--- src/rtl/csd_regs.vh ---
// Opcode, field and timing constants for the conditional skip decoder.
`ifndef CSD_REGS_VH
`define CSD_REGS_VH
`define CSD_OP_BIT_BASE 10'h020
`define CSD_OP_BIT_MASK 10'h3FC
`define CSD_OP_FULL_MASK 10'h3FF
`define CSD_OP_CARRY 10'h02F
`define CSD_OP_PIN_FIRST 10'h024
`define CSD_OP_PIN_SECOND 10'h02B
`define CSD_BIT_IDX_LO 0
`define CSD_BIT_IDX_HI 1
`define CSD_PIN_IDX_MAX 4'h4
`define CSD_PORT_W 5
`define CSD_PIN_CYCLES 2
`endif

--- src/rtl/csd_test_sel.v ---
// Bit selector used by the skip tests.
module csd_test_sel (
  input wire [7:0] data_i,
  input wire [3:0] index_i,
  output wire bit_o
);
  // Picks the indexed bit; indices beyond the word read as one.
  assign bit_o = (index_i < 4'h8) ? data_i[index_i[2:0]] : 1'b1;
endmodule

--- src/rtl/csd_decode.v ---
// Conditional skip decoder and executor for the small core.
`include "csd_regs.vh"

// What this block does
// RL1: Skip next instruction when memory bit j (0..3) at data_pointer is zero; one cycle.
// RL2: Carry skip is one word, opcode 0x02F, completes in one cycle.
// RL3: Carry skip skips the next instruction when carry_flag is zero.
// RL4: Carry skip never modifies carry_flag.
// RL5: Carry skip executes the next instruction normally when carry_flag is one.
// RL6: Port pin skip is two words, 0x024 then 0x02B, taking two cycles.
// RL7: Port pin skip skips when indexed port bit is zero, executes when one.
// RL8: Program issues port pin skip only with index register 0 through 4.
// RL9: A taken skip turns next instruction into a no-op; program counter advances.
module csd_decode (
  input wire MCLK_I,
  input wire SRST_I,
  input wire INSTR_VALID_I,
  input wire [9:0] INSTR_I,
  input wire [3:0] MEM_DATA_I,
  input wire CARRY_FLAG_I,
  input wire [3:0] INDEX_Y_I,
  input wire [4:0] PORT_OUT_I,
  output reg SKIP_O,
  output reg SUPPRESS_O,
  output reg BUSY_O,
  output reg DONE_O,
  output reg CARRY_FLAG_O
);

  // ****************************************
  // State and decode.
  // ****************************************
  localparam ST_IDLE = 1'b0;
  localparam ST_PIN2 = 1'b1;

  reg state_reg;
  reg state_next;
  reg suppress_reg;
  reg suppress_next;
  reg skip_next;
  reg done_next;
  reg busy_next;
  wire mem_bit;
  wire pin_bit;
  wire mem_zero;
  wire pin_zero;
  wire carry_zero;
  wire pin_index_ok;
  wire [3:0] bit_index;
  wire is_bit_op;
  wire is_carry_op;
  wire is_pin_first;
  wire is_pin_second;
  wire exec_valid;

  function match;
    input [9:0] word;
    input [9:0] code;
    input [9:0] mask;
    begin
      match = ((word ^ code) & mask) == 10'h000;
    end
  endfunction

  function is_word;
    input [9:0] word;
    input [9:0] code;
    begin
      is_word = match(word, code, `CSD_OP_FULL_MASK);
    end
  endfunction

  // ****************************************
  // Operand tests.
  // ****************************************
  // A suppressed instruction decodes to nothing.
  assign exec_valid = INSTR_VALID_I & ~suppress_reg; // RL9
  assign bit_index = {2'b00, INSTR_I[`CSD_BIT_IDX_HI:`CSD_BIT_IDX_LO]}; // RL1
  assign pin_index_ok = (INDEX_Y_I <= `CSD_PIN_IDX_MAX); // RL8
  assign mem_zero = ~mem_bit; // RL1
  assign pin_zero = ~pin_bit; // RL7
  assign carry_zero = ~CARRY_FLAG_I; // RL3

  csd_test_sel u_mem_sel (
    .data_i({4'h0, MEM_DATA_I}),
    .index_i(bit_index),
    .bit_o(mem_bit)
  );

  csd_test_sel u_pin_sel (
    .data_i({3'b000, PORT_OUT_I}),
    .index_i(INDEX_Y_I),
    .bit_o(pin_bit)
  );

  // ****************************************
  // Opcode decode.
  // ****************************************
  // Bit tests and the pin test's first word have separate opcodes.
  assign is_pin_first = exec_valid && (state_reg == ST_IDLE) && pin_index_ok &&
                        is_word(INSTR_I, `CSD_OP_PIN_FIRST); // RL6
  assign is_bit_op = exec_valid && (state_reg == ST_IDLE) &&
                     match(INSTR_I, `CSD_OP_BIT_BASE, `CSD_OP_BIT_MASK); // RL1
  assign is_carry_op = exec_valid && (state_reg == ST_IDLE) &&
                       is_word(INSTR_I, `CSD_OP_CARRY); // RL2
  assign is_pin_second = exec_valid && (state_reg == ST_PIN2) &&
                         is_word(INSTR_I, `CSD_OP_PIN_SECOND); // RL6

  // ****************************************
  // Next state.
  // ****************************************
  always @* begin
    state_next = state_reg;
    case (state_reg)
      ST_IDLE: begin
        if (is_pin_first) begin
          state_next = ST_PIN2; // RL6
        end
      end
      ST_PIN2: begin
        if (INSTR_VALID_I) begin
          state_next = ST_IDLE;
        end
      end
      default: begin
        state_next = ST_IDLE;
      end
    endcase
  end

  // ****************************************
  // Skip decision.
  // ****************************************
  always @* begin
    skip_next = 1'b0;
    done_next = 1'b0;
    case (state_reg)
      ST_IDLE: begin
        if (is_bit_op) begin
          skip_next = mem_zero; // RL1
          done_next = 1'b1;
        end else if (is_carry_op) begin
          skip_next = carry_zero; // RL3 RL5
          done_next = 1'b1; // RL2
        end
      end
      ST_PIN2: begin
        if (is_pin_second) begin
          skip_next = pin_zero; // RL7
          done_next = 1'b1; // RL6
        end
      end
      default: begin
        skip_next = 1'b0;
      end
    endcase
  end

  // ****************************************
  // Suppression and wait flags.
  // ****************************************
  always @* begin
    suppress_next = suppress_reg;
    if (INSTR_VALID_I) begin
      suppress_next = skip_next; // RL9
    end
    busy_next = (state_next == ST_PIN2); // RL6
  end

  // ****************************************
  // State registers.
  // ****************************************
  always @(posedge MCLK_I) begin
    if (SRST_I) begin
      state_reg <= ST_IDLE;
      suppress_reg <= 1'b0;
    end else begin
      state_reg <= state_next;
      suppress_reg <= suppress_next; // RL9
    end
  end

  // ****************************************
  // Output registers.
  // ****************************************
  always @(posedge MCLK_I) begin
    if (SRST_I) begin
      SKIP_O <= 1'b0;
    end else begin
      SKIP_O <= skip_next; // RL1 RL3 RL7
    end
  end

  always @(posedge MCLK_I) begin
    if (SRST_I) begin
      DONE_O <= 1'b0;
    end else begin
      DONE_O <= done_next;
    end
  end

  always @(posedge MCLK_I) begin
    if (SRST_I) begin
      SUPPRESS_O <= 1'b0;
    end else begin
      SUPPRESS_O <= suppress_next; // RL9
    end
  end

  always @(posedge MCLK_I) begin
    if (SRST_I) begin
      BUSY_O <= 1'b0;
    end else begin
      BUSY_O <= busy_next; // RL6
    end
  end

  // Carry passes through untouched, skip or not.
  always @(posedge MCLK_I) begin
    if (SRST_I) begin
      CARRY_FLAG_O <= 1'b0;
    end else begin
      CARRY_FLAG_O <= CARRY_FLAG_I; // RL4
    end
  end

endmodule

--- config.mk ---
export PLATFORM = sky130hd
export DESIGN_NAME = csd_decode
export DESIGN_NICKNAME = d
export VERILOG_FILES = /design/src/rtl/csd_test_sel.v /design/src/rtl/csd_decode.v
export VERILOG_INCLUDE_DIRS = /design/src /design/src/rtl
export SDC_FILE = /design/constraint.sdc
export NUM_CORES = 1
export LEC_CHECK = 0
export BUFFER_PORTS_ARGS = -buffer_cell sky130_fd_sc_hd__buf_2
export CORE_AREA = 5 5 42 44
export CTS_BUF_LIST = sky130_fd_sc_hd__clkbuf_8
export CTS_CLUSTER_DIAMETER = 40
export DETAILED_ROUTE_END_ITERATION = 7
export DIE_AREA = 0 0 47 49
export GPL_TIMING_DRIVEN = 0
export PLACE_DENSITY = 0.62
export REMOVE_ABC_BUFFERS = 1
export SETUP_SLACK_MARGIN = 0.2
export SYNTH_ARGS = -nofsm -noshare
export SYNTH_HDL_FRONTEND = slang
export SYNTH_SLANG_ARGS = --single-unit
--- constraint.sdc ---
create_clock -name MCLK_I -period 2.6 [get_ports MCLK_I]
set_clock_uncertainty 0.2 [all_clocks]
set_input_delay 0.78 -clock MCLK_I [delete_from_list [all_inputs] [get_ports MCLK_I]]
set_output_delay 0.78 -clock MCLK_I [all_outputs]
set_load 0.01 [all_outputs]
* Word-level counts from Yosys, hierarchy flattened
Cells that the tools add are included.
** Cells by class
- Muxes and demuxes :: 17
- Multipliers :: 0
- Shift-type cells :: 0
- Add/sub/neg operators :: 0
- Equal/unequal tests :: 0
- Reduce and logical (&&, ||, !) cells :: 11
- Divide/modulo/power cells :: 0
- Bitwise operators :: 10
- Magnitude comparators :: 5
** Operators with widths (number)
- logical NOT 10 bit :: 4
- two-way mux 1 bit :: 12
- less-than comparator 2 x 4 -> 1 bit (second input constant) :: 2
- logical AND 1 bit :: 7
- inverter 1 bit :: 6
- case mux 1 bit (2 select lines) :: 3
- inverter 5 bit :: 1
- less-or-equal comparator 4 x 3 -> 1 bit (second input constant) :: 1
- less-than comparator 3 x 4 -> 1 bit (second input constant) :: 1
- less-than comparator 4 bit (second input constant) :: 1
- inverter 4 bit :: 1
- binary-select mux 1 bit (select 3 bit) :: 1
- binary-select mux 1 bit (select 2 bit) :: 1
- inverter 2 bit :: 1
- AND 1 bit :: 1
** Word-level totals
- Bits in read-only memories :: 0
- Bits in writable memories :: 0
- Output and inout port bits :: 5
- Memories :: 0
- Bits in registers :: 5
- Bits in latches :: 0

* Depth between registers and ports, before layout
Gate-level depths: netlist (run 1).
- Word-level depth :: 7
- Gate-level depth with buffers :: 4
- Gate-level depth less buffers :: 4

* Modules after synthesis
A second synthesis (run 1) with hierarchy kept.
** Second synthesis, totals
- Cell total of the unflattened synthesis :: 44
- Area total of the unflattened synthesis :: 412.9 µm²
** By module, submodules not included
- csd_decode :: sequential area each 100.1 µm², instances 1, area each 265.3 µm², cells each 30
- csd_test_sel :: sequential area each 0.0 µm², instances 2, area each 73.8 µm², cells each 7

* Worst setup path before layout (run 1)
OpenSTA, ideal clock, no wires.
- Kind :: in2reg
- Start :: input port INSTR_I[7]
- End :: register BUSY_O
- Required time :: 2.330 ns
- Path slack :: 0.326 ns
- Data arrival time :: 2.004 ns
- Cell stages on the path :: 4
- Buffers on the path :: 0
- Path through :: or4_4 nor2_4 or4b_1 a21oi_1
** Between the ends
- Longest elaborated chain between the ends :: 4
** RTL lines
- start, declared :: RTL line csd_decode.v:18 : input wire [9:0] INSTR_I,
- logical NOT 10 bit :: RTL line csd_decode.v:61 : match = ((word ^ code) & mask) == 10'h000;
- logical AND 1 bit :: RTL line csd_decode.v:100 : assign is_pin_first = exec_valid && (state_reg == ST_IDLE) && pin_index_ok &&
- two-way mux 1 bit :: RTL line csd_decode.v:116 : if (is_pin_first) begin
- case mux 1 bit (2 select lines) :: RTL line csd_decode.v:114 : case (state_reg)
- end signal, assigned :: RTL line csd_decode.v:214 : BUSY_O <= busy_next;
- end, declared :: RTL line csd_decode.v:25 : output reg BUSY_O,
No other way between the ends.
A chain may end at the register's enable or synchronous reset.

* Worst setup path after layout (run 1)
Ends and elaborated chain as after synthesis.

==> flow_metrics.env, run 1 <==
export IMPL_globalplace_congestion=0.713
export IMPL_syn_to_final_growth_pct=62.2
export IMPL_ys_warn_count=0
export IMPL_syn_area_per_cell_um2=9.57
export IMPL_fin_crit_ps=2210
export IMPL_dieArea_um2=2300
export IMPL_root_buffer="clkbuf_8"
export IMPL_power_internal_uw=206
export IMPL_clockBufferDepth=2
export IMPL_p_leak_uw=0.000256
export IMPL_clk_latency_ps=220
export IMPL_numCtsBuffers=3
export IMPL_start_kind="primary input"
export IMPL_comb_power_share_pct=16.9
export IMPL_finalWorstSetupSlack_ps=390
export IMPL_cts_max_level=1
export IMPL_max_slew_margin_pct=82.5
export IMPL_drt_drc_violations_left=0
export IMPL_via_per_inst=4.86
export IMPL_synth_main_ff_cell="dfxtp_1"
export IMPL_core_area_um2=1400
export IMPL_p_sw_uw=52.5
export IMPL_cp_arrival_ps=2160
export IMPL_grt_max_degree=10
export IMPL_reg2reg_slack_ps=750
export IMPL_cp_max_fo=4
export IMPL_die_h_um=49
export IMPL_power_frac_seq_pct=30.2
export IMPL_pre_cts_ws_ps=172
export IMPL_setup_viol_count_final=0
export IMPL_async_flop_share_pct=0
export IMPL_worst_hold_path_type="flip-flop to flip-flop"
export IMPL_worstSetupEndpointType="flip-flop"
export IMPL_clkSinkCount=5
export IMPL_power_density_nw_per_um2=450
export IMPL_power_switching_share_pct=20.3
export IMPL_cts_tree="done"
export IMPL_nFillCells=163
export IMPL_yosysSeqAreaShare_pct=28.3
export IMPL_maxSlewViolCount=0
export IMPL_overflow=0
export IMPL_hold_start="SUPPRESS_O"
export IMPL_syn_inst=37
export IMPL_seqCellArea_um2=100
export IMPL_cap_violations=0
export IMPL_rows=14
export IMPL_rsz0062_at_grt="false"
export IMPL_routed_wl_um=952
export IMPL_synth_edff_count=0
export IMPL_r2r_end="BUSY_O"
export IMPL_cts_setup_buffers=0
export IMPL_final_cell_mix="buf_2, dfxtp_1"
export IMPL_path_clk_slew_ps=30
export IMPL_required_ps=2550
export IMPL_grt_pass1_wl_mm=1.57
export IMPL_status="finished clean"
export IMPL_tightestPinTransition_ps=259
export IMPL_grt_usage_pct=9.53
export IMPL_portBuffers=31
export IMPL_vdd_ir_drop_max_v=0.000155
export IMPL_final_hold_viol_count=0
export IMPL_cts_resized=0
export IMPL_drive_gt1_share_pct=55.6
export IMPL_crit_type="primary input to flip-flop"
export IMPL_clockPowerShare_pct=52.9
export IMPL_drt_iter0_markers=4
export IMPL_synth_seq_cells=5
export IMPL_fmax_mhz=452
export IMPL_min_period_over_period_pct=85.0
export IMPL_final_util_pct=41.0
export IMPL_final_common_cell="buf_2"
export IMPL_num_antenna_cells=0
export IMPL_min_path_cells=2
export IMPL_syn_area_um2=354
export IMPL_p_total_uw=259
export IMPL_r2r_start="SUPPRESS_O"
export IMPL_yosysUniqueCellTypes=23
export IMPL_drt_pass1_iter_count=4
export IMPL_ioPinCount=32
export IMPL_die_width_um=47
export IMPL_rr_worst_depth=4
export IMPL_route_vias_total=428
export IMPL_multi_input_comb_area_um2=254
export IMPL_initial_core_util_pct=25.3
export IMPL_timing_setup_tns_ps=0
export IMPL_min_to="SUPPRESS_O"
export IMPL_hold_worst_slack_ps=291
export IMPL_layout_nets=100
export IMPL_antenna_found_initial=0
export IMPL_antenna_left=0
export IMPL_holdBufCountCts=0
export IMPL_grt_pass1_vias=441
export IMPL_drt_wirelength_per_cell_um=10.8
worst max path at each step:
stage / start / to / cells after the start
2_1_floorplan: INSTR_I[7] / BUSY_O / 4
6_report: INSTR_I[7] / BUSY_O / 5
5_1_grt: INSTR_I[7] / BUSY_O / 5
4_1_cts: INSTR_I[7] / BUSY_O / 5
3_5_place_dp: INSTR_I[7] / BUSY_O / 5
3_3_place_gp: INSTR_I[7] / BUSY_O / 5
critical path, stage by stage:
cell and delay, ps:
buf_2 90, or4_4 550, nor2_4 150, or4b_1 450
a21oi_1 150
power groups by stage:
stage	Combinational, uW	Sequential (uW)	Clock (uW)
6_report	43.7	78.2	137
5_1_grt	49.7	78.2	145
4_1_cts	44.4	78.2	141
3_5_place_dp	44.3	79.3	0
3_3_place_gp	43.0	79.3	0
2_1_floorplan	17.9	79.9	0
synthesized netlist by cell type (all sizes together) (2+ instances only):
library cell	number	share of area, %
mux4	2	13
nand2b	3	5.3
nor4b	2	4.9
nor2b	2	3.5
dfxtp	5	28
nor2	3	5.3
nand2	3	3.2
a21oi	3	4.2
cells by family after synthesis:
family           share of synthesized area (%)
AO/OA/AOI/OAI                             11.7
AND/OR/NAND/NOR                           47.4
multiplexers                              12.7
flip-flops                                28.3
layout make-up:
cell class / instances / share of cell area, %
well taps: 16 / 3.49
clock buffers: 3 / 7.19
repair buffers: 31 / 27.0
clock inverters: 1 / 0.654
multi-input cells: 32 / 44.2
flip-flops and latches: 5 / 17.4
through the flow:
step	cell area, um2	std cells
6_report	574	88
3_5_place_dp	529	84
2_1_floorplan	354	37
3_3_place_gp	529	84
5_1_grt	574	88
4_1_cts	574	88
sequential cells by signal, indices dropped and copies added (netlist names):
signal / count
CARRY_FLAG_O: 1
DONE_O: 1
BUSY_O: 1
SUPPRESS_O: 1
SKIP_O: 1
routing by layer:
metal  global-route usage, %  routed length, um
met2                    15.6                509
met3                    1.11                 82
met5                       0                  0
met4                    9.68                 20
met1                    9.31                340
No activity file was read; power rests on OpenSTA's default activity.
==> inputs of run 2 (changes only) <==
- clock period: 2.6 -> 2.2 ns (I/O delays scaled with it)
==> flow_metrics.env, run 2 (synthesis results as in run 1) <==
export IMPL_status="finished clean"
export IMPL_tightestPinTransition_ps=260
export IMPL_vdd_ir_drop_max_v=0.000183
export IMPL_die_width_um=47
export IMPL_reg2reg_slack_ps=370
export IMPL_grt_usage_pct=9.82
export IMPL_route_vias_total=434
export IMPL_p_leak_uw=0.000269
export IMPL_globalplace_congestion=0.713
export IMPL_worstSetupEndpointType="flip-flop"
export IMPL_maxSlewViolCount=0
export IMPL_cap_violations=0
export IMPL_rsz0062_at_grt="true"
export IMPL_drt_wirelength_per_cell_um=11.0
export IMPL_numCtsBuffers=3
export IMPL_max_slew_margin_pct=82.4
export IMPL_drive_gt1_share_pct=59.5
export IMPL_dp_cells=84
export IMPL_overflow=0
export IMPL_via_per_inst=4.82
export IMPL_timing_setup_tns_ps=0
export IMPL_layout_nets=102
export IMPL_final_cell_mix="buf_2, dfxtp_1, nand2b_1, nand2_1, clkbuf_8"
export IMPL_rows=14
export IMPL_drt_iter0_markers=2
export IMPL_grt_max_degree=10
export IMPL_ioPinCount=32
export IMPL_required_ps=2150
export IMPL_antenna_found_initial=0
export IMPL_grt_pass1_vias=450
export IMPL_syn_to_final_growth_pct=68.6
export IMPL_antenna_left=0
export IMPL_final_common_cell="buf_2"
export IMPL_clkSinkCount=5
export IMPL_cp_max_fo=2
export IMPL_clk_latency_ps=220
export IMPL_min_period_over_period_pct=92.2
export IMPL_portBuffers=31
export IMPL_clockBufferDepth=2
export IMPL_die_h_um=49
export IMPL_p_total_uw=306
export IMPL_cts_tree="done"
export IMPL_drt_pass1_iter_count=4
export IMPL_drt_drc_violations_left=0
export IMPL_num_antenna_cells=0
export IMPL_nFillCells=156
export IMPL_grt_pass1_wl_mm=1.61
export IMPL_initial_core_util_pct=25.3
export IMPL_core_area_um2=1400
export IMPL_setup_viol_count_final=0
export IMPL_root_buffer="clkbuf_8"
export IMPL_crit_type="primary input to flip-flop"
export IMPL_cts_max_level=1
export IMPL_fin_crit_ps=2030
export IMPL_fmax_mhz=493
export IMPL_dieArea_um2=2300
export IMPL_cp_arrival_ps=1980
export IMPL_layoutNonFillerInstCount=90
export IMPL_power_density_nw_per_um2=512
export IMPL_worst_hold_path_type="flip-flop to flip-flop"
export IMPL_routed_wl_um=991
export IMPL_path_clk_slew_ps=30
export IMPL_start_kind="primary input"
export IMPL_final_hold_viol_count=0
==> run 2: changes by cell type in the layout (fill, tap and decap cells not counted) <==
cell / delta
buf_4: +2
a21oi_1: -1
a21oi_2: +1
or4b_1: -1
or4b_4: +1
==> run 2: layer usage <==
| layer | GRT usage (%) | share of wire [%] | vias up |
|---|---|---|---|
| li1 | - | - | 222 |
| met1 | 9.31 | 36 | 192 |
| met2 | 16.5 | 54 | 18 |
| met3 | 1.11 | 8.3 | 2 |
| met4 | 9.68 | 2.0 | 0 |
| met5 | 0 | 0 | - |
==> run 2: final timing paths <==
check	startpoint	endpoint	depth (start not counted)
hold / removal	SUPPRESS_O	SUPPRESS_O	2
hold reg to reg	SUPPRESS_O	SUPPRESS_O	2
setup / recovery	INSTR_I[4]	BUSY_O	5
setup reg to reg	SUPPRESS_O	BUSY_O	4
==> run 2: cell type report <==
class / instances / area, um2 / share of cell area [%]
repair buffers: 33 / 170 / 28.5
clock inverters: 1 / 3.75 / 0.629
clock buffers: 3 / 41.3 / 6.92
well taps: 16 / 20.0 / 3.35
multi-input cells: 32 / 262 / 43.8
flip-flops and latches: 5 / 100 / 16.8
==> run 2: timing repair <==
item                       in CTS  in global routing
setup endpoints to repair       1                  2
hold buffers                    0                  0
setup buffers                   2                  0
resized for setup               0                  2
hold endpoints to repair        0                  0
pin swaps                       2                  0
==> run 2: where the power goes <==
group	switching [uW]	total (uW)	internal, uW
sequential	0.185	92.5	92.3
combinational	20.1	52.4	32.3
clock	41.6	161	119
total	61.9	306	244
==> run 2: worst max-delay path, cell delays in order <==
cell and delay (ps):
buf_2 90, or4bb_4 530, nor2_4 120, or4b_4 460, a21oi_2 110
==> run 2: through the flow <==
step           area [um2]  hold WS (ps)  setup slack (ps)  util, %
2_1_floorplan         354           312              46.0        -
3_3_place_gp          529           302              -103     37.8
3_5_place_dp          529           298              -108     37.8
4_1_cts               589           302               178     42.1
5_1_grt               597           314               125     42.6
6_report              597           292               171     42.6
